**src/design/lbm_pkg.sv**
```systemverilog
// Constants, field positions and types of the LED and button mode controller.
// Assumes a single 125 MHz clock and APB register access with 32-bit data.
package lbm_pkg;

    // ------------------------------------------------------------
    // Timing
    // ------------------------------------------------------------
    localparam int unsigned CLK_PERIOD_NS = 8;
    localparam int unsigned TICK_NS = 1000000;
    localparam int unsigned TICK_CYC = TICK_NS / CLK_PERIOD_NS;
    localparam int unsigned LIT_TIMEOUT_S = 15;
    localparam int unsigned LIT_TIMEOUT_MS = LIT_TIMEOUT_S * 1000;
    localparam int unsigned DEBOUNCE_MS = 20;
    localparam int unsigned LONG_PRESS_MS = 2000;
    localparam int unsigned FAST_HALF_MS = 250;
    localparam int unsigned SLOW_HALF_MS = 1000;

    // ------------------------------------------------------------
    // Level thresholds in percent
    // ------------------------------------------------------------
    localparam logic [6:0] LVL_SEG4 = 7'h50;
    localparam logic [6:0] LVL_SEG3 = 7'h3c;
    localparam logic [6:0] LVL_SEG2 = 7'h28;
    localparam logic [6:0] LVL_SEG1 = 7'h14;

    // ------------------------------------------------------------
    // Register map
    // ------------------------------------------------------------
    localparam logic [11:0] OFS_CTRL = 12'h000;
    localparam logic [11:0] OFS_MODE = 12'h004;
    localparam logic [11:0] OFS_IRQ_STAT = 12'h008;
    localparam logic [11:0] OFS_IRQ_MASK = 12'h00c;
    localparam int unsigned CTRL_W = 3;
    localparam int unsigned CTRL_PUSH_BIT = 0;
    localparam int unsigned CTRL_BAR_SIG_BIT = 1;
    localparam int unsigned CTRL_OTA_TX_BIT = 2;
    localparam logic [2:0] CTRL_RESET = 3'h0;
    localparam int unsigned IRQ_W = 4;
    localparam int unsigned IRQ_LIGHT_BIT = 0;
    localparam int unsigned IRQ_LONG_BIT = 1;
    localparam int unsigned IRQ_MODE_BIT = 2;
    localparam int unsigned IRQ_DARK_BIT = 3;
    localparam logic [3:0] IRQ_MASK_RESET = 4'h0;

    // ------------------------------------------------------------
    // Modes and actions
    // ------------------------------------------------------------
    typedef enum logic [1:0] {
        LBM_NORMAL = 2'b00,
        LBM_SURVEY = 2'b01,
        LBM_OTA = 2'b11
    } lbm_mode_t;
    localparam int unsigned ACT_W = 5;
    localparam int unsigned ACT_BATT_READ = 0;
    localparam int unsigned ACT_SURVEY_TX = 1;
    localparam int unsigned ACT_CFG_TX = 2;
    localparam int unsigned ACT_OTA_RESET = 3;
    localparam int unsigned ACT_FW_TX = 4;

endpackage

```
**src/design/lbm_btn_if.sv**
```systemverilog
// Carrier between the press classifier and the controller.
// Assumes both ends run on the same clock.
`timescale 1ns/10ps
interface lbm_btn_if;
    logic tick;
    logic light_press;
    logic long_press;
    modport src (input tick, output light_press, output long_press);
    modport sink (output tick, input light_press, input long_press);
endinterface

```
**src/design/lbm_button.sv**
```systemverilog
// Push button synchroniser, debouncer and light/long press classifier.
// Assumes an active-low button pin and a one-cycle millisecond tick.
`timescale 1ns/10ps
module lbm_button
    import lbm_pkg::*;
#(
    parameter int unsigned DEB_MS = DEBOUNCE_MS,
    parameter int unsigned LONG_MS = LONG_PRESS_MS
)
(
    // Clock and reset
    input wire logic pclk,
    input wire logic presetn,
    // Button pin
    input wire logic btn_n,
    // Press events
    lbm_btn_if.src bus
);

    typedef struct packed {
        logic sync1;
        logic sync2;
        logic stable;
        logic [7:0] deb_cnt;
        logic [15:0] hold_cnt;
        logic long_done;
        logic light;
        logic lng;
    } lbm_btn_state_t;

    lbm_btn_state_t s_q;
    lbm_btn_state_t s_d;

    always_comb
    begin
        s_d = s_q;
        s_d.sync1 = ~btn_n;
        s_d.sync2 = s_q.sync1;
        s_d.light = 1'b0;
        s_d.lng = 1'b0;
        // The pressed level must stay unchanged for the debounce time to count.
        if (s_q.sync2 == s_q.stable)
        begin
            s_d.deb_cnt = 8'h00;
        end
        else if (bus.tick)
        begin
            if (s_q.deb_cnt == 8'(DEB_MS - 1))
            begin
                s_d.deb_cnt = 8'h00;
                s_d.stable = s_q.sync2;
                if (!s_q.sync2 && !s_q.long_done)
                begin
                    s_d.light = 1'b1;
                end
            end
            else
            begin
                s_d.deb_cnt = s_q.deb_cnt + 8'h01;
            end
        end
        if (!s_q.stable)
        begin
            s_d.hold_cnt = 16'h0000;
            s_d.long_done = 1'b0;
        end
        else if (bus.tick && !s_q.long_done)
        begin
            if (s_q.hold_cnt == 16'(LONG_MS - 1))
            begin
                // Long press fires while still held; the release then stays silent.
                s_d.long_done = 1'b1;
                s_d.lng = 1'b1;
            end
            else
            begin
                s_d.hold_cnt = s_q.hold_cnt + 16'h0001;
            end
        end
    end

    always_ff @(posedge pclk or negedge presetn)
    begin
        if (!presetn)
        begin
            s_q <= '0;
        end
        else
        begin
            s_q <= s_d;
        end
    end

    assign bus.light_press = s_q.light;
    assign bus.long_press = s_q.lng;

endmodule // lbm_button

```
**src/design/lbm_ctrl.sv**
```systemverilog
// LED indicator and single-button mode controller of a wireless end node.
// Assumes status inputs come from logic on pclk and registers sit on APB.
//
// What this block does
// - One push button is the only local control.
// - Presses change LED display and operation mode.
// - On battery, LEDs go dark after 15 s.
// - Normal mode: transmit LED on while pushing data.
// - Site survey: transmit LED on while pushing data.
// - Yellow bar lights one segment per 20 percent.
`timescale 1ns/10ps
module lbm_ctrl
    import lbm_pkg::*;
#(
    parameter int unsigned TICK_CYCLES = TICK_CYC,
    parameter int unsigned LIT_MS = LIT_TIMEOUT_MS,
    parameter int unsigned DEB_MS = DEBOUNCE_MS,
    parameter int unsigned LONG_MS = LONG_PRESS_MS,
    parameter int unsigned FAST_MS = FAST_HALF_MS,
    parameter int unsigned SLOW_MS = SLOW_HALF_MS
)
(
    // Clock and reset
    input wire logic pclk,
    input wire logic presetn,
    // APB slave
    input wire logic [11:0] paddr,
    input wire logic psel,
    input wire logic penable,
    input wire logic pwrite,
    input wire logic [31:0] pwdata,
    output logic [31:0] prdata,
    output logic pready,
    output logic pslverr,
    // Front panel
    input wire logic btn_n,
    output logic led_status,
    output logic led_error,
    output logic led_rx,
    output logic led_tx,
    output logic [3:0] led_bar,
    // Node status
    input wire logic on_battery,
    input wire logic node_ready,
    input wire logic tx_busy,
    input wire logic rf_error,
    input wire logic io_error,
    input wire logic batt_low,
    input wire logic ota_fail,
    input wire logic [6:0] battery_pct,
    input wire logic [6:0] signal_pct,
    // Actions and interrupt
    output logic [4:0] act,
    output logic irq
);

    // ------------------------------------------------------------
    // State
    // ------------------------------------------------------------
    typedef struct packed {
        logic [16:0] tick_cnt;
        logic tick;
        logic [9:0] fast_cnt;
        logic fast;
        logic [9:0] slow_cnt;
        logic slow;
        lbm_mode_t mode;
        logic lit;
        logic [15:0] dark_cnt;
        logic [2:0] ctrl;
        logic [3:0] mask;
        logic [3:0] stat;
        logic [31:0] rdata;
        logic ready;
        logic err;
        logic st;
        logic er;
        logic rx;
        logic tx;
        logic [3:0] bar;
        logic [4:0] act;
        logic irq;
    } lbm_state_t;

    lbm_state_t s_q;
    lbm_state_t s_d;

    lbm_btn_if btn ();

    // The button pin is the single local control input.
    lbm_button #(
        .DEB_MS(DEB_MS),
        .LONG_MS(LONG_MS)
    ) u_button (
        .pclk(pclk),
        .presetn(presetn),
        .btn_n(btn_n),
        .bus(btn.src)
    );

    assign btn.tick = s_q.tick;

    // Segments lit for a level, one per full 20 percent step.
    function automatic logic [3:0] bar_of(input logic [6:0] pct);
        logic [3:0] b;
        b = 4'h0;
        if (pct >= LVL_SEG4)
        begin
            b = 4'hf;
        end
        else if (pct >= LVL_SEG3)
        begin
            b = 4'h7;
        end
        else if (pct >= LVL_SEG2)
        begin
            b = 4'h3;
        end
        else if (pct >= LVL_SEG1)
        begin
            b = 4'h1;
        end
        return b;
    endfunction

    // ------------------------------------------------------------
    // Next state
    // ------------------------------------------------------------
    always_comb
    begin
        logic access;
        logic rd_stat;
        logic light;
        logic lng;
        logic relight;
        logic show;
        logic push;
        logic [3:0] ev;
        logic [3:0] bar;
        access = psel && penable && !s_q.ready;
        rd_stat = 1'b0;
        light = btn.light_press;
        lng = btn.long_press;
        relight = light || lng;
        ev = 4'h0;
        show = 1'b0;
        bar = 4'h0;
        push = s_q.ctrl[CTRL_PUSH_BIT];
        s_d = s_q;

        // Millisecond tick and blink phases.
        s_d.tick = 1'b0;
        if (s_q.tick_cnt == 17'(TICK_CYCLES - 1))
        begin
            s_d.tick_cnt = 17'h00000;
            s_d.tick = 1'b1;
        end
        else
        begin
            s_d.tick_cnt = s_q.tick_cnt + 17'h00001;
        end
        if (s_q.tick)
        begin
            s_d.fast_cnt = s_q.fast_cnt + 10'h001;
            s_d.slow_cnt = s_q.slow_cnt + 10'h001;
            if (s_q.fast_cnt == 10'(FAST_MS - 1))
            begin
                s_d.fast_cnt = 10'h000;
                s_d.fast = !s_q.fast;
            end
            if (s_q.slow_cnt == 10'(SLOW_MS - 1))
            begin
                s_d.slow_cnt = 10'h000;
                s_d.slow = !s_q.slow;
            end
        end

        // Press actions and mode walk.
        s_d.act = 5'h00;
        case (s_q.mode)
            LBM_NORMAL:
            begin
                s_d.act[ACT_BATT_READ] = light;
                if (lng)
                begin
                    s_d.mode = LBM_SURVEY;
                end
            end
            LBM_SURVEY:
            begin
                s_d.act[ACT_SURVEY_TX] = light;
                if (lng)
                begin
                    s_d.mode = LBM_OTA;
                end
            end
            LBM_OTA:
            begin
                if (ota_fail)
                begin
                    // A failed update answers the light press; a long press returns to normal only with batt_low and the OTA transmit bit clear.
                    s_d.act[ACT_OTA_RESET] = light;
                end
                else if (s_q.ctrl[CTRL_OTA_TX_BIT])
                begin
                    s_d.act[ACT_CFG_TX] = light;
                    s_d.act[ACT_FW_TX] = lng;
                end
                else
                begin
                    s_d.act[ACT_BATT_READ] = light && !batt_low;
                    if (lng)
                    begin
                        s_d.mode = LBM_NORMAL;
                    end
                end
                if (batt_low && !s_q.ctrl[CTRL_OTA_TX_BIT] && lng)
                begin
                    s_d.mode = LBM_NORMAL;
                end
            end
            default:
            begin
                s_d.mode = LBM_NORMAL;
            end
        endcase

        // Display lifetime on battery.
        if (relight || !on_battery)
        begin
            s_d.lit = 1'b1;
            s_d.dark_cnt = 16'h0000;
        end
        else if (s_q.lit && s_q.tick)
        begin
            if (s_q.dark_cnt == 16'(LIT_MS - 1))
            begin
                s_d.lit = 1'b0;
                ev[IRQ_DARK_BIT] = 1'b1;
            end
            else
            begin
                s_d.dark_cnt = s_q.dark_cnt + 16'h0001;
            end
        end
        show = s_q.lit || !on_battery;

        // LED drive.
        bar = s_q.ctrl[CTRL_BAR_SIG_BIT] ? bar_of(signal_pct) : bar_of(battery_pct);
        if (rf_error)
        begin
            bar[0] = s_q.fast;
        end
        if (io_error)
        begin
            bar[1] = s_q.fast;
        end
        s_d.st = 1'b0;
        s_d.rx = 1'b0;
        s_d.tx = 1'b0;
        case (s_q.mode)
            LBM_NORMAL:
            begin
                s_d.st = !node_ready ? s_q.fast : (push && s_q.slow);
                s_d.tx = tx_busy && push;
            end
            LBM_SURVEY:
            begin
                s_d.st = 1'b1;
                s_d.tx = tx_busy && push;
            end
            LBM_OTA:
            begin
                s_d.rx = !s_q.ctrl[CTRL_OTA_TX_BIT];
                s_d.tx = s_q.ctrl[CTRL_OTA_TX_BIT];
            end
            default:
            begin
                s_d.st = 1'b0;
            end
        endcase
        if (rf_error || io_error)
        begin
            s_d.er = s_q.fast;
        end
        else
        begin
            s_d.er = batt_low && s_q.slow;
        end
        s_d.st = s_d.st && show;
        s_d.er = s_d.er && show;
        s_d.rx = s_d.rx && show;
        s_d.tx = s_d.tx && show;
        s_d.bar = show ? bar : 4'h0;

        // APB slave, one wait state.
        s_d.ready = access;
        s_d.err = 1'b0;
        s_d.rdata = 32'h00000000;
        if (access)
        begin
            case (paddr)
                OFS_CTRL:
                begin
                    s_d.rdata = {29'h0, s_q.ctrl};
                    if (pwrite)
                    begin
                        s_d.ctrl = pwdata[CTRL_W-1:0];
                    end
                end
                OFS_MODE:
                begin
                    s_d.rdata = {28'h0, on_battery, s_q.lit, s_q.mode};
                end
                OFS_IRQ_STAT:
                begin
                    s_d.rdata = {28'h0, s_q.stat};
                    rd_stat = !pwrite;
                end
                OFS_IRQ_MASK:
                begin
                    s_d.rdata = {28'h0, s_q.mask};
                    if (pwrite)
                    begin
                        s_d.mask = pwdata[IRQ_W-1:0];
                    end
                end
                default:
                begin
                    s_d.err = 1'b1;
                end
            endcase
            if (pwrite)
            begin
                s_d.rdata = 32'h00000000;
            end
        end

        // Sticky events; a new event beats the read that clears.
        ev[IRQ_LIGHT_BIT] = light;
        ev[IRQ_LONG_BIT] = lng;
        ev[IRQ_MODE_BIT] = s_d.mode != s_q.mode;
        s_d.stat = (rd_stat ? 4'h0 : s_q.stat) | ev;
        s_d.irq = |(s_d.stat & s_d.mask);
    end

    // ------------------------------------------------------------
    // Registers
    // ------------------------------------------------------------
    always_ff @(posedge pclk or negedge presetn)
    begin
        if (!presetn)
        begin
            s_q <= '0;
            s_q.mode <= LBM_NORMAL;
            s_q.lit <= 1'b1;
            s_q.ctrl <= CTRL_RESET;
            s_q.mask <= IRQ_MASK_RESET;
        end
        else
        begin
            s_q <= s_d;
        end
    end

    assign prdata = s_q.rdata;
    assign pready = s_q.ready;
    assign pslverr = s_q.err;
    assign led_status = s_q.st;
    assign led_error = s_q.er;
    assign led_rx = s_q.rx;
    assign led_tx = s_q.tx;
    assign led_bar = s_q.bar;
    assign act = s_q.act;
    assign irq = s_q.irq;

endmodule // lbm_ctrl

```
**config.mk**
```make
export PLATFORM = sky130hd
export DESIGN_NAME = lbm_ctrl
export DESIGN_NICKNAME = d
export VERILOG_FILES = /design/src/design/lbm_pkg.sv /design/src/design/lbm_btn_if.sv /design/src/design/lbm_button.sv /design/src/design/lbm_ctrl.sv
export SDC_FILE = /design/constraint.sdc
export NUM_CORES = 1
export LEC_CHECK = 0
export ABC_AREA = 0
export BUFFER_PORTS_ARGS = -buffer_cell sky130_fd_sc_hd__buf_2
export CELL_PAD_IN_SITES_DETAIL_PLACEMENT = 1
export CELL_PAD_IN_SITES_GLOBAL_PLACEMENT = 2
export CORE_MARGIN = 1
export CORE_UTILIZATION = 31
export CTS_CLUSTER_SIZE = 16
export DETAILED_ROUTE_END_ITERATION = 12
export GPL_ROUTABILITY_DRIVEN = 0
export PLACE_DENSITY = 0.79
export SLEW_MARGIN = 20
export SYNTH_ARGS = -nofsm -noshare
export SYNTH_HDL_FRONTEND = slang
export SYNTH_SLANG_ARGS = --single-unit
```
**constraint.sdc**
```tcl
create_clock -name pclk -period 2.2 [get_ports pclk]
set_clock_uncertainty 0.15 [all_clocks]
set_input_delay 0.33 -clock pclk [delete_from_list [all_inputs] [get_ports pclk]]
set_output_delay 0.33 -clock pclk [all_outputs]
set_load 0.05 [all_outputs]
```
==> metrics.cfg, run 1 <==
[critical_path]
slowest_stage_delay_on_critical_path_ns = 0.39
r2r-end = irq$_DFF_PN0_
end_kind = register
crit_path_cell_trace = nand4b_1, nor4_4, buf_4, mux2_4, a22o_1, a221o_1
startpoint_type = register
crit_arrival_ns = 2.30
worst_reg_to_reg_cells = 6
regToRegSetupSlack_ns = 0.05
criticalPathCategory = register to register
worst_path_slowest_cell = sky130_fd_sc_hd__dfrtp_1
crit_fanout = 4
critPathRequiredTime_ns = 2.35
r2r_start = pready$_DFF_PN0_

[global_routing]
grt_antenna_before_repair = 0
via_count_of_the_first_global_routing_pass = 5226
grt_first_pass_wirelength_um = 24800
globalRoute.totalOverflow = 0
grt_start_max_net_pins = 55
track_usage = 0.154

[yosys]
yosys.cell_count.top_type = sky130_fd_sc_hd__dfrtp_1
synth_seq_cells = 120
synth-warning-count = 0
proportion_of_register_bits_with_asynchronous_set_or_reset_after_synthesis = 1.00
post_synth_mux_area_share = 0.0370
synth_top_family_by_area = simple AND/OR/NAND/NOR gates
synth_area_per_cell_um2 = 9.98
yosys.area_share.adder = 0.0243
synth_simple_gate_area_frac = 0.217
synthCells = 620
ys.flop_type = sky130_fd_sc_hd__dfrtp_1
synth_compound_area_frac = 0.106
syn-cell-area_um2 = 6190
area_share_of_the_largest_cell_type_after_synthesis = 0.481
synth_enable_flop_cells = 0
ys_types = 57
synth_sequential_area_ratio = 0.486
synth.cells.most_frequent = sky130_fd_sc_hd__dfrtp_1 (119), sky130_fd_sc_hd__nor2_1 (58), sky130_fd_sc_hd__nand2_1 (48), sky130_fd_sc_hd__buf_4 (41), sky130_fd_sc_hd__o21ai_0 (37)
netlist.top_cell.by_area = sky130_fd_sc_hd__dfrtp_1
synth_top_cells_by_area = sky130_fd_sc_hd__dfrtp_1 (48%), sky130_fd_sc_hd__buf_4 (5.0%), sky130_fd_sc_hd__xor2_1 (3.7%)
synth_area_in_xor_xnor = 0.0595

[routing]
drt-total-wl_um = 14700
post-route-drc-count = 0
route.vias.total = 4818
vias_per_cell = 4.90
routed_wire_length_per_instance_um = 15.0
drt-initial-drc-count = 133
detail-route-antenna-nets = 0
drt_first_pass_iters = 5

[power]
ir_worst_vdd_v = 0.000413
pwr_density_cell_nw_per_um2 = 687
design_power_total_mw = 5.12
leakagePower_nw = 3.42

[clocking]
clk_latency_ns = 0.42
path_clk_slew_ns = 0.05
root_buffer = sky130_fd_sc_hd__clkbuf_16
cts_sinks = 120
tritoncts_clock_tree = built
cts_inserted_buffers = 17
h_tree_depth = 4
max-clock-path-buffers = 2

[place]
dp_slack_ns = -0.341
io_buffer_count = 58
detailed_place_hpwl_um = 10700
dpl.cell_count = 946
dpl-instance-area_um2 = 6830

[finish]
final_area_um2 = 7460
finish.net_count = 789
seqCellArea_um2 = 3010
layout.cells.non_filler = 983
multi_input_area_um2 = 2900
area.growth.synth_to_final_pct = 20.6
insertedDiodeCount = 0
fill_cell_total_of_the_finished_layout = 2252
drive_gt1_frac = 0.205

[floorplanning]
pin_count = 119
num_rows = 51
start_util = 0.317
fp.dieH_um = 143
die_w_um = 143
area_of_the_die_um2 = 20500
placeableCoreArea_um2 = 19500

[timing]
rsz0062_at_grt = true
timing.final.setup_violations = 0
finalHoldViolCount = 0
slew_viol_final = 0
timing.max_slew.rel_slack = 0.563
timing.final.crit_share = 0.975
max_freq_ghz = 0.466
timing.final.ws_setup_ns = 0.0542
post-route-min-period_ns = 2.15
tightest_slew_ns = 0.655

[min_path]
hp-class = input pin to register
min_path_cells = 2
holdCritStartpoint = ota_fail
timing.hold.worst_endpoint = act[3]$_DFF_PN0_

[run]
cap_violations = 0

[status]
outcome = finished, final reports clean

-- worst max-delay path: cells and delay by family (launching register included) --
family	cells	cell delay (ns)
simple gates	2	0.52
buf+inv	1	0.19
compound gates	2	0.47
mux	1	0.31
flops	1	0.39
-- report_power, final --
part	switching [mW]	internal (mW)	total (mW)
combinational	0.233	0.0715	0.305
clock	0.973	1.62	2.60
sequential	0.00334	2.22	2.22
-- cells by family after synthesis --
family / Yosys count
AOI/OAI and AO/OA: 103
other: 1
buffers and inverters: 72
and+or+nand+nor: 252
DFF: 120
muxes: 18
xor gates and xnor gates: 42
adders and majority gates: 12
-- how the worst max path moves through the flow --
stage / start / to / slack (ns) / cells past startpoint
detailed placement: paddr[7] / irq$_DFF_PN0_ / -0.34 / 7
CTS: pready$_DFF_PN0_ / irq$_DFF_PN0_ / 0.02 / 5
floorplan: paddr[7] / irq$_DFF_PN0_ / -0.12 / 4
global placement: paddr[7] / irq$_DFF_PN0_ / -0.30 / 7
finish: pready$_DFF_PN0_ / irq$_DFF_PN0_ / 0.05 / 6
global route: pready$_DFF_PN0_ / irq$_DFF_PN0_ / -0.03 / 6
-- final cells by class --
class / count / share of cell area
clock buffers: 23 / 0.0641
inverters: 16 / 0.00805
multi-input cells: 455 / 0.389
flip-flops and latches: 120 / 0.403
well taps: 265 / 0.0444
repair buffers: 96 / 0.0818
clock inverters: 8 / 0.00973
-- cells in the final DEF, fill, tap and decap left out, types with 7 or more instances in the layout --
| cell type | instances |
|---|---|
| sky130_fd_sc_hd__ha_1 | 12 |
| sky130_fd_sc_hd__nor2b_1 | 10 |
| sky130_fd_sc_hd__clkbuf_16 | 17 |
| sky130_fd_sc_hd__nor2_1 | 58 |
| sky130_fd_sc_hd__conb_1 | 28 |
| sky130_fd_sc_hd__nand3_1 | 21 |
| sky130_fd_sc_hd__or3_1 | 9 |
| sky130_fd_sc_hd__o211ai_1 | 8 |
| sky130_fd_sc_hd__buf_2 | 57 |
| sky130_fd_sc_hd__nor3_1 | 10 |
| sky130_fd_sc_hd__mux2_2 | 7 |
| sky130_fd_sc_hd__nor4_1 | 7 |
| sky130_fd_sc_hd__xnor2_1 | 16 |
| sky130_fd_sc_hd__and3_1 | 18 |
| sky130_fd_sc_hd__dfrtp_1 | 118 |
| sky130_fd_sc_hd__xor2_1 | 26 |
| sky130_fd_sc_hd__o21ai_0 | 36 |
| sky130_fd_sc_hd__inv_1 | 14 |
| sky130_fd_sc_hd__a21o_1 | 9 |
| sky130_fd_sc_hd__nand2_1 | 48 |
| sky130_fd_sc_hd__nand4_1 | 21 |
| sky130_fd_sc_hd__nand2b_1 | 11 |
| sky130_fd_sc_hd__buf_4 | 34 |
| sky130_fd_sc_hd__a21oi_1 | 19 |
-- sequential cells by signal, indices dropped and copies added (netlist names) --
signal and flops:
irq 1, btn.tick 1, s_q 69, u_button.bus.light_press 1, act 5, u_button.s_q 27, led_tx 1, led_rx 1
u_button.s_d 1, led_error 1, u_button.bus.long_press 1, pready 1, prdata 4, pslverr 1, led_bar 4, led_status 1
-- layer usage --
| metal | wire (um) | vias up | global-route usage | part of all wire |
|---|---|---|---|---|
| met4 | 262 | 0 | 0.0672 | 0.018 |
| met5 | 0 | - | 0 | 0 |
| li1 | - | 2308 | - | - |
| met2 | 7290 | 100 | 0.274 | 0.50 |
| met3 | 599 | 20 | 0.0329 | 0.041 |
| met1 | 6570 | 2390 | 0.178 | 0.45 |
-- metrics by stage --
stage / hold slack (ns) / utilization / TNS (ns)
2_1_floorplan: -0.116 / - / -0.363
3_3_place_gp: 0.147 / 0.350 / -1.86
3_5_place_dp: 0.160 / 0.350 / -2.22
4_1_cts: 0.0163 / 0.380 / 0
5_1_grt: 0.0251 / 0.382 / -0.0283
6_report: 0.0372 / 0.382 / 0
-- repair_timing --
action,CTS,global route
resized for setup,1,6
pin swaps,0,2
endpoints found under the hold margin,30,0
setup endpoints to repair,1,15
setup buffers,0,3
hold buffers,3,0
No activity file was read; power rests on OpenSTA's default activity.
==> run 2: changes to the inputs <==
--- a/config.mk
+++ b/config.mk
@@ -10,11 +10,11 @@
 export CELL_PAD_IN_SITES_DETAIL_PLACEMENT = 1
 export CELL_PAD_IN_SITES_GLOBAL_PLACEMENT = 2
 export CORE_MARGIN = 1
-export CORE_UTILIZATION = 31
-export CTS_CLUSTER_SIZE = 16
+export CORE_UTILIZATION = 35
+export CTS_CLUSTER_SIZE = 25
 export DETAILED_ROUTE_END_ITERATION = 12
 export GPL_ROUTABILITY_DRIVEN = 0
-export PLACE_DENSITY = 0.79
+export PLACE_DENSITY = 0.85
 export SLEW_MARGIN = 20
 export SYNTH_ARGS = -nofsm -noshare
 export SYNTH_HDL_FRONTEND = slang
==> constraint.sdc (replaced) <==
create_clock -name pclk -period 2.25 [get_ports pclk]
set_clock_uncertainty 0.15 [all_clocks]
set_input_delay 0.3375 -clock pclk [delete_from_list [all_inputs] [get_ports pclk]]
set_output_delay 0.3375 -clock pclk [all_outputs]
set_load 0.05 [all_outputs]
==> run 2 against run 1 <==
Effect of this change: critical path depth decreased by 1; final area shrank 1.0%; global-route usage increased by 1.8 points; final cell count down 5.2%; setup slack better by 0.044 ns; non-clock buffer count is 12 lower; hold slack about the same; combinational power fell by 3%; die area shrank 11%; critical path type unchanged; largest cell class unchanged; largest power group unchanged.
==> metrics.cfg, run 2 (synthesis gave the netlist of run 1 again) <==
[floorplanning]
pin_count = 119
die_w_um = 135
fp.dieH_um = 135
placeableCoreArea_um2 = 17300
area_of_the_die_um2 = 18200
start_util = 0.358
num_rows = 48

[clocking]
root_buffer = sky130_fd_sc_hd__clkbuf_16
tritoncts_clock_tree = built
cts_sinks = 120
max-clock-path-buffers = 2
clk_latency_ns = 0.42
cts_inserted_buffers = 17
path_clk_slew_ns = 0.05
h_tree_depth = 4

[routing]
drt_first_pass_iters = 4
routed_wire_length_per_instance_um = 15.7
route.vias.total = 4886
drt-initial-drc-count = 121
detail-route-antenna-nets = 0
post-route-drc-count = 0
vias_per_cell = 5.24
drt-total-wl_um = 14600

[timing]
timing.max_slew.rel_slack = 0.549
max_freq_ghz = 0.465
timing.final.setup_violations = 0
slew_viol_final = 0
finalHoldViolCount = 0
post-route-min-period_ns = 2.15
fin_tns_setup_ns = 0
rsz0062_at_grt = false
timing.final.crit_share = 0.956
timing.final.ws_setup_ns = 0.0982
tightest_slew_ns = 0.675

[min_path]
holdCritStartpoint = pwdata[0]
timing.hold.worst_endpoint = s_q[56]$_DFFE_PN0P_
min_path_cells = 2
hp-class = input pin to register

[finish]
layout_common_cells = sky130_fd_sc_hd__dfrtp_1 (118), sky130_fd_sc_hd__nor2_1 (58), sky130_fd_sc_hd__buf_2 (57), sky130_fd_sc_hd__nand2_1 (48), sky130_fd_sc_hd__o21ai_0 (37)
area.growth.synth_to_final_pct = 19.4
insertedDiodeCount = 0
largest_register_ff_count = 69
top_register = s_q
finish.net_count = 777
most_frequent_standard_cell_in_the_layout_excluding_fill_and_tap_cells = sky130_fd_sc_hd__dfrtp_1
drive_gt1_frac = 0.185
fill_cell_total_of_the_finished_layout = 1970

[power]
ir_worst_vdd_v = 0.000538
sw_frac_of_total = 0.221
power_switching_mw = 1.20
pwr_density_cell_nw_per_um2 = 733
power.clock.fraction = 0.543
power_frac_comb = 0.055
p_int_mw = 4.21
leakagePower_nw = 3.40
share_seq_of_total_power = 0.402

[run]
cap_violations = 0

[critical_path]
regToRegSetupSlack_ns = 0.1
worst_path_slowest_cell = sky130_fd_sc_hd__or4_4
slowest_stage_delay_on_critical_path_ns = 0.57
end_kind = register
critPathRequiredTime_ns = 2.40
worst_reg_to_reg_cells = 5
r2r-end = irq$_DFF_PN0_
crit_fanout = 4
crit_arrival_ns = 2.30
crit_path_cell_trace = nand4b_1, or4_4, a21o_1, a22o_1, a221o_1
startpoint_type = register
r2r_start = pready$_DFF_PN0_
criticalPathCategory = register to register

[global_routing]
globalRoute.totalOverflow = 0
grt_start_max_net_pins = 58
grt_first_pass_wirelength_um = 24600
via_count_of_the_first_global_routing_pass = 5122
grt_antenna_before_repair = 0
track_usage = 0.172

[place]
detailed_place_hpwl_um = 10200
io_buffer_count = 58
dp_slack_ns = -0.310

[status]
outcome = finished, final reports clean

==> run 2: cell count changes in the layout (fill, tap and decap cells not counted), moves of 2 or more <==
| cell | change |
|---|---|
| sky130_fd_sc_hd__nor4bb_2 | -2 |
| sky130_fd_sc_hd__clkinvlp_4 | -2 |
| sky130_fd_sc_hd__nor4bb_1 | +2 |
| sky130_fd_sc_hd__clkinv_2 | -4 |
| sky130_fd_sc_hd__bufinv_16 | +3 |
| sky130_fd_sc_hd__buf_4 | -11 |
| sky130_fd_sc_hd__clkbuf_1 | +2 |
==> run 2: stage by stage <==
stage	std cells	hold WS (ns)	total power, mW	instance area (um^2)	utilization
5_1_grt	932	0.0341	5.59	7380	0.427
3_3_place_gp	898	0.149	2.50	6720	0.389
6_report	932	0.0371	5.41	7380	0.427
2_1_floorplan	647	-0.108	2.43	6310	-
4_1_cts	932	0.0254	5.47	7380	0.426
3_5_place_dp	898	0.162	2.51	6720	0.389
==> run 2: area by class of cell <==
type                       instances  area, um^2  area share
timing repair buffer              84         518      0.0702
clock inverter                     6         136      0.0185
sequential                       120        3010       0.407
tap                              225         282      0.0381
clock buffer                      26         499      0.0676
multi-input combinational        455        2880       0.390
inverter                          16        60.1     0.00813
==> run 2: how the worst max path moves through the flow <==
stage | start | end | depth (start not counted)
2_1_floorplan | paddr[7] | irq$_DFF_PN0_ | 4
3_3_place_gp | paddr[7] | irq$_DFF_PN0_ | 7
3_5_place_dp | paddr[7] | irq$_DFF_PN0_ | 7
4_1_cts | pready$_DFF_PN0_ | irq$_DFF_PN0_ | 5
5_1_grt | u_button.s_q[24]$_DFFE_PN0P_ | u_button.s_q[24]$_DFFE_PN0P_ | 5
6_report | pready$_DFF_PN0_ | irq$_DFF_PN0_ | 5
==> run 2: worst max-delay path: cells and delay by family, from the launching register on <==
family,cells,cell delay [ns]
flip-flops,1,0.38
AND/OR/NAND/NOR,2,0.81
AO/OA/AOI/OAI,3,0.68
==> run 2: timing repair <==
item,in CTS,in global routing
hold buffers,2,0
endpoints found under the hold margin,28,0
buffers inserted,0,0
resized for setup,0,2
endpoints found under the setup margin,0,2
==> run 2: metal layers <==
layer | GRT usage | routed length, um
met5 | 0 | 0
met4 | 0.0730 | 252
met3 | 0.0409 | 619
met2 | 0.303 | 7500
met1 | 0.198 | 6260
==> run 2: power by group through the flow <==
| stage | combinational (mW) | clock [mW] | sequential, mW |
|---|---|---|---|
| 3_5_place_dp | 0.297 | 0 | 2.21 |
| 4_1_cts | 0.302 | 3.00 | 2.17 |
| 5_1_grt | 0.321 | 3.10 | 2.17 |
| 3_3_place_gp | 0.290 | 0 | 2.21 |
| 2_1_floorplan | 0.213 | 0 | 2.22 |
| 6_report | 0.297 | 2.94 | 2.17 |
==> run 3: changes to the inputs <==
==> constraint.sdc (replaced) <==
create_clock -name pclk -period 2.26 [get_ports pclk]
set_clock_uncertainty 0.15 [all_clocks]
set_input_delay 0.339 -clock pclk [delete_from_list [all_inputs] [get_ports pclk]]
set_output_delay 0.339 -clock pclk [all_outputs]
set_load 0.05 [all_outputs]
==> run 3 against run 2 <==
Effect of this change: setup slack got worse by 0.0064 ns; count of clock-buffer cells in the layout decreased by 6; combinational power about the same; total power is 4.1% lower; utilization down 0.12 points; clock power shrank 7.5%.
==> metrics.cfg, run 3 (synthesis gave the netlist of run 1 again) <==
[status]
outcome = finished, final reports clean

[place]
dp_slack_ns = -0.283
detailed_place_hpwl_um = 10300
io_buffer_count = 58

[floorplanning]
pin_count = 119
start_util = 0.358
fp.dieH_um = 135
placeableCoreArea_um2 = 17300
area_of_the_die_um2 = 18200
num_rows = 48
die_w_um = 135

[routing]
drt_first_pass_iters = 4
drt-initial-drc-count = 199
route.vias.total = 4857
drt-total-wl_um = 14300
routed_wire_length_per_instance_um = 15.3
vias_per_cell = 5.21
post-route-drc-count = 0
detail-route-antenna-nets = 0

[critical_path]
slowest_stage_delay_on_critical_path_ns = 0.58
r2r_start = pready$_DFF_PN0_
crit_fanout = 4
regToRegSetupSlack_ns = 0.09
startpoint_type = register
critPathRequiredTime_ns = 2.42
critical-path-top-delay-family = simple AND/OR/NAND/NOR gates
worst_reg_to_reg_cells = 5
crit_start = pready$_DFF_PN0_
crit_arrival_ns = 2.33
r2r-end = irq$_DFF_PN0_
critPathCapture = irq$_DFF_PN0_
path_buf_inv = 0
end_kind = register
crit_path_cell_trace = nand4b_1, or4_4, a21o_1, a22o_1, a221o_1
path_depth = 5
worst_path_slowest_cell = sky130_fd_sc_hd__or4_4
criticalPathCategory = register to register

[global_routing]
grt_start_max_net_pins = 36
globalRoute.totalOverflow = 0
track_usage = 0.168
via_count_of_the_first_global_routing_pass = 5013
grt_first_pass_wirelength_um = 24100
grt_antenna_before_repair = 0

[clocking]
path_clk_slew_ns = 0.06
clk_latency_ns = 0.42
tritoncts_clock_tree = built
max-clock-path-buffers = 2
cts_inserted_buffers = 17
h_tree_depth = 4
cts_sinks = 120
root_buffer = sky130_fd_sc_hd__clkbuf_16

[timing]
timing.final.ws_setup_ns = 0.0918
tightest_slew_ns = 0.635
timing.final.setup_violations = 0
rsz0062_at_grt = true
slew_viol_final = 0
timing.max_slew.rel_slack = 0.576
fin_tns_setup_ns = 0
finalHoldViolCount = 0
timing.final.crit_share = 0.959
max_freq_ghz = 0.461
post-route-min-period_ns = 2.17

[finish]
layout_common_cells = sky130_fd_sc_hd__dfrtp_1 (119), sky130_fd_sc_hd__nor2_1 (58), sky130_fd_sc_hd__buf_2 (57), sky130_fd_sc_hd__nand2_1 (48), sky130_fd_sc_hd__o21ai_0 (37)
insertedDiodeCount = 0
finish.net_count = 778
area.growth.synth_to_final_pct = 19.0
most_frequent_standard_cell_in_the_layout_excluding_fill_and_tap_cells = sky130_fd_sc_hd__dfrtp_1
fill_cell_total_of_the_finished_layout = 1964
drive_gt1_frac = 0.189
top_register = s_q
largest_register_ff_count = 69

[run]
cap_violations = 0

[power]
ir_worst_vdd_v = 0.000636
leakagePower_nw = 3.39
pwr_density_cell_nw_per_um2 = 705

[min_path]
hp-class = input pin to register

run 3: changes by cell type in the layout (fill, tap and decap cells not counted), sizes merged:
cell and delta:
inv +1, clkinvlp +2, bufinv -1, clkinv +4, buf +1, clkbuf -6
run 3: worst register-to-register path, stage by stage, from the launching register on:
cell	delay [ns]
sky130_fd_sc_hd__dfrtp_1	0.38
sky130_fd_sc_hd__nand4b_1	0.27
sky130_fd_sc_hd__or4_4	0.58
sky130_fd_sc_hd__a21o_1	0.20
sky130_fd_sc_hd__a22o_1	0.23
sky130_fd_sc_hd__a221o_1	0.25
run 3: metrics by stage:
stage / utilization / hold slack, ns / cell area, um^2 / std cells / power [mW]
floorplan: - / -0.107 / 6310 / 647 / 2.42
global placement: 0.389 / 0.185 / 6730 / 897 / 2.49
detailed placement: 0.389 / 0.199 / 6730 / 897 / 2.50
CTS: 0.424 / 0.0162 / 7340 / 931 / 5.25
global route: 0.426 / 0.0264 / 7360 / 933 / 5.37
finish: 0.426 / 0.0295 / 7360 / 933 / 5.19
run 3: worst min path at each step:
| stage | to | slack, ns | from | cells after the start |
|---|---|---|---|---|
| global route | s_q[55]$_DFF_PN0_ | 0.03 | pwdata[3] | 2 |
| global placement | u_button.s_q[28]$_DFF_PN0_ | 0.18 | u_button.s_d[28]$_DFF_PN0_ | 0 |
| detailed placement | led_bar[3]$_DFF_PN0_ | 0.20 | presetn | 1 |
| floorplan | act[0]$_DFF_PN0_ | -0.11 | presetn | 0 |
| CTS | s_q[58]$_DFFE_PN0P_ | 0.02 | pwdata[2] | 2 |
| finish | s_q[58]$_DFFE_PN0P_ | 0.03 | pwdata[2] | 2 |
run 3: routing by layer:
layer  part of all wire  vias to the layer above  track usage
met2               0.50                      114        0.296
met4              0.019                        0       0.0805
met3              0.040                       20       0.0300
li1                   -                     2296            -
met1               0.44                     2427        0.199
met5                  0                        -            0
run 3: timing repair:
action                     in CTS  in global routing
gates resized for setup         0                  1
hold buffers                    2                  0
setup buffers                   0                  2
hold endpoints to repair       31                  0
setup endpoints to repair       0                  6
run 3: layout make-up:
type	count	area (um^2)	share of cell area
clock inverter	12	150	0.0204
inverter	16	60.1	0.00816
multi-input combinational	455	2880	0.391
timing repair buffer	85	538	0.0731
clock buffer	20	447	0.0607
tap	225	282	0.0382
sequential	120	3000	0.408
run 3: where the power goes:
group	internal (mW)	switching (mW)
clock network	1.75	0.969
registers	2.16	0.00356
logic	0.0716	0.229
total	3.99	1.20
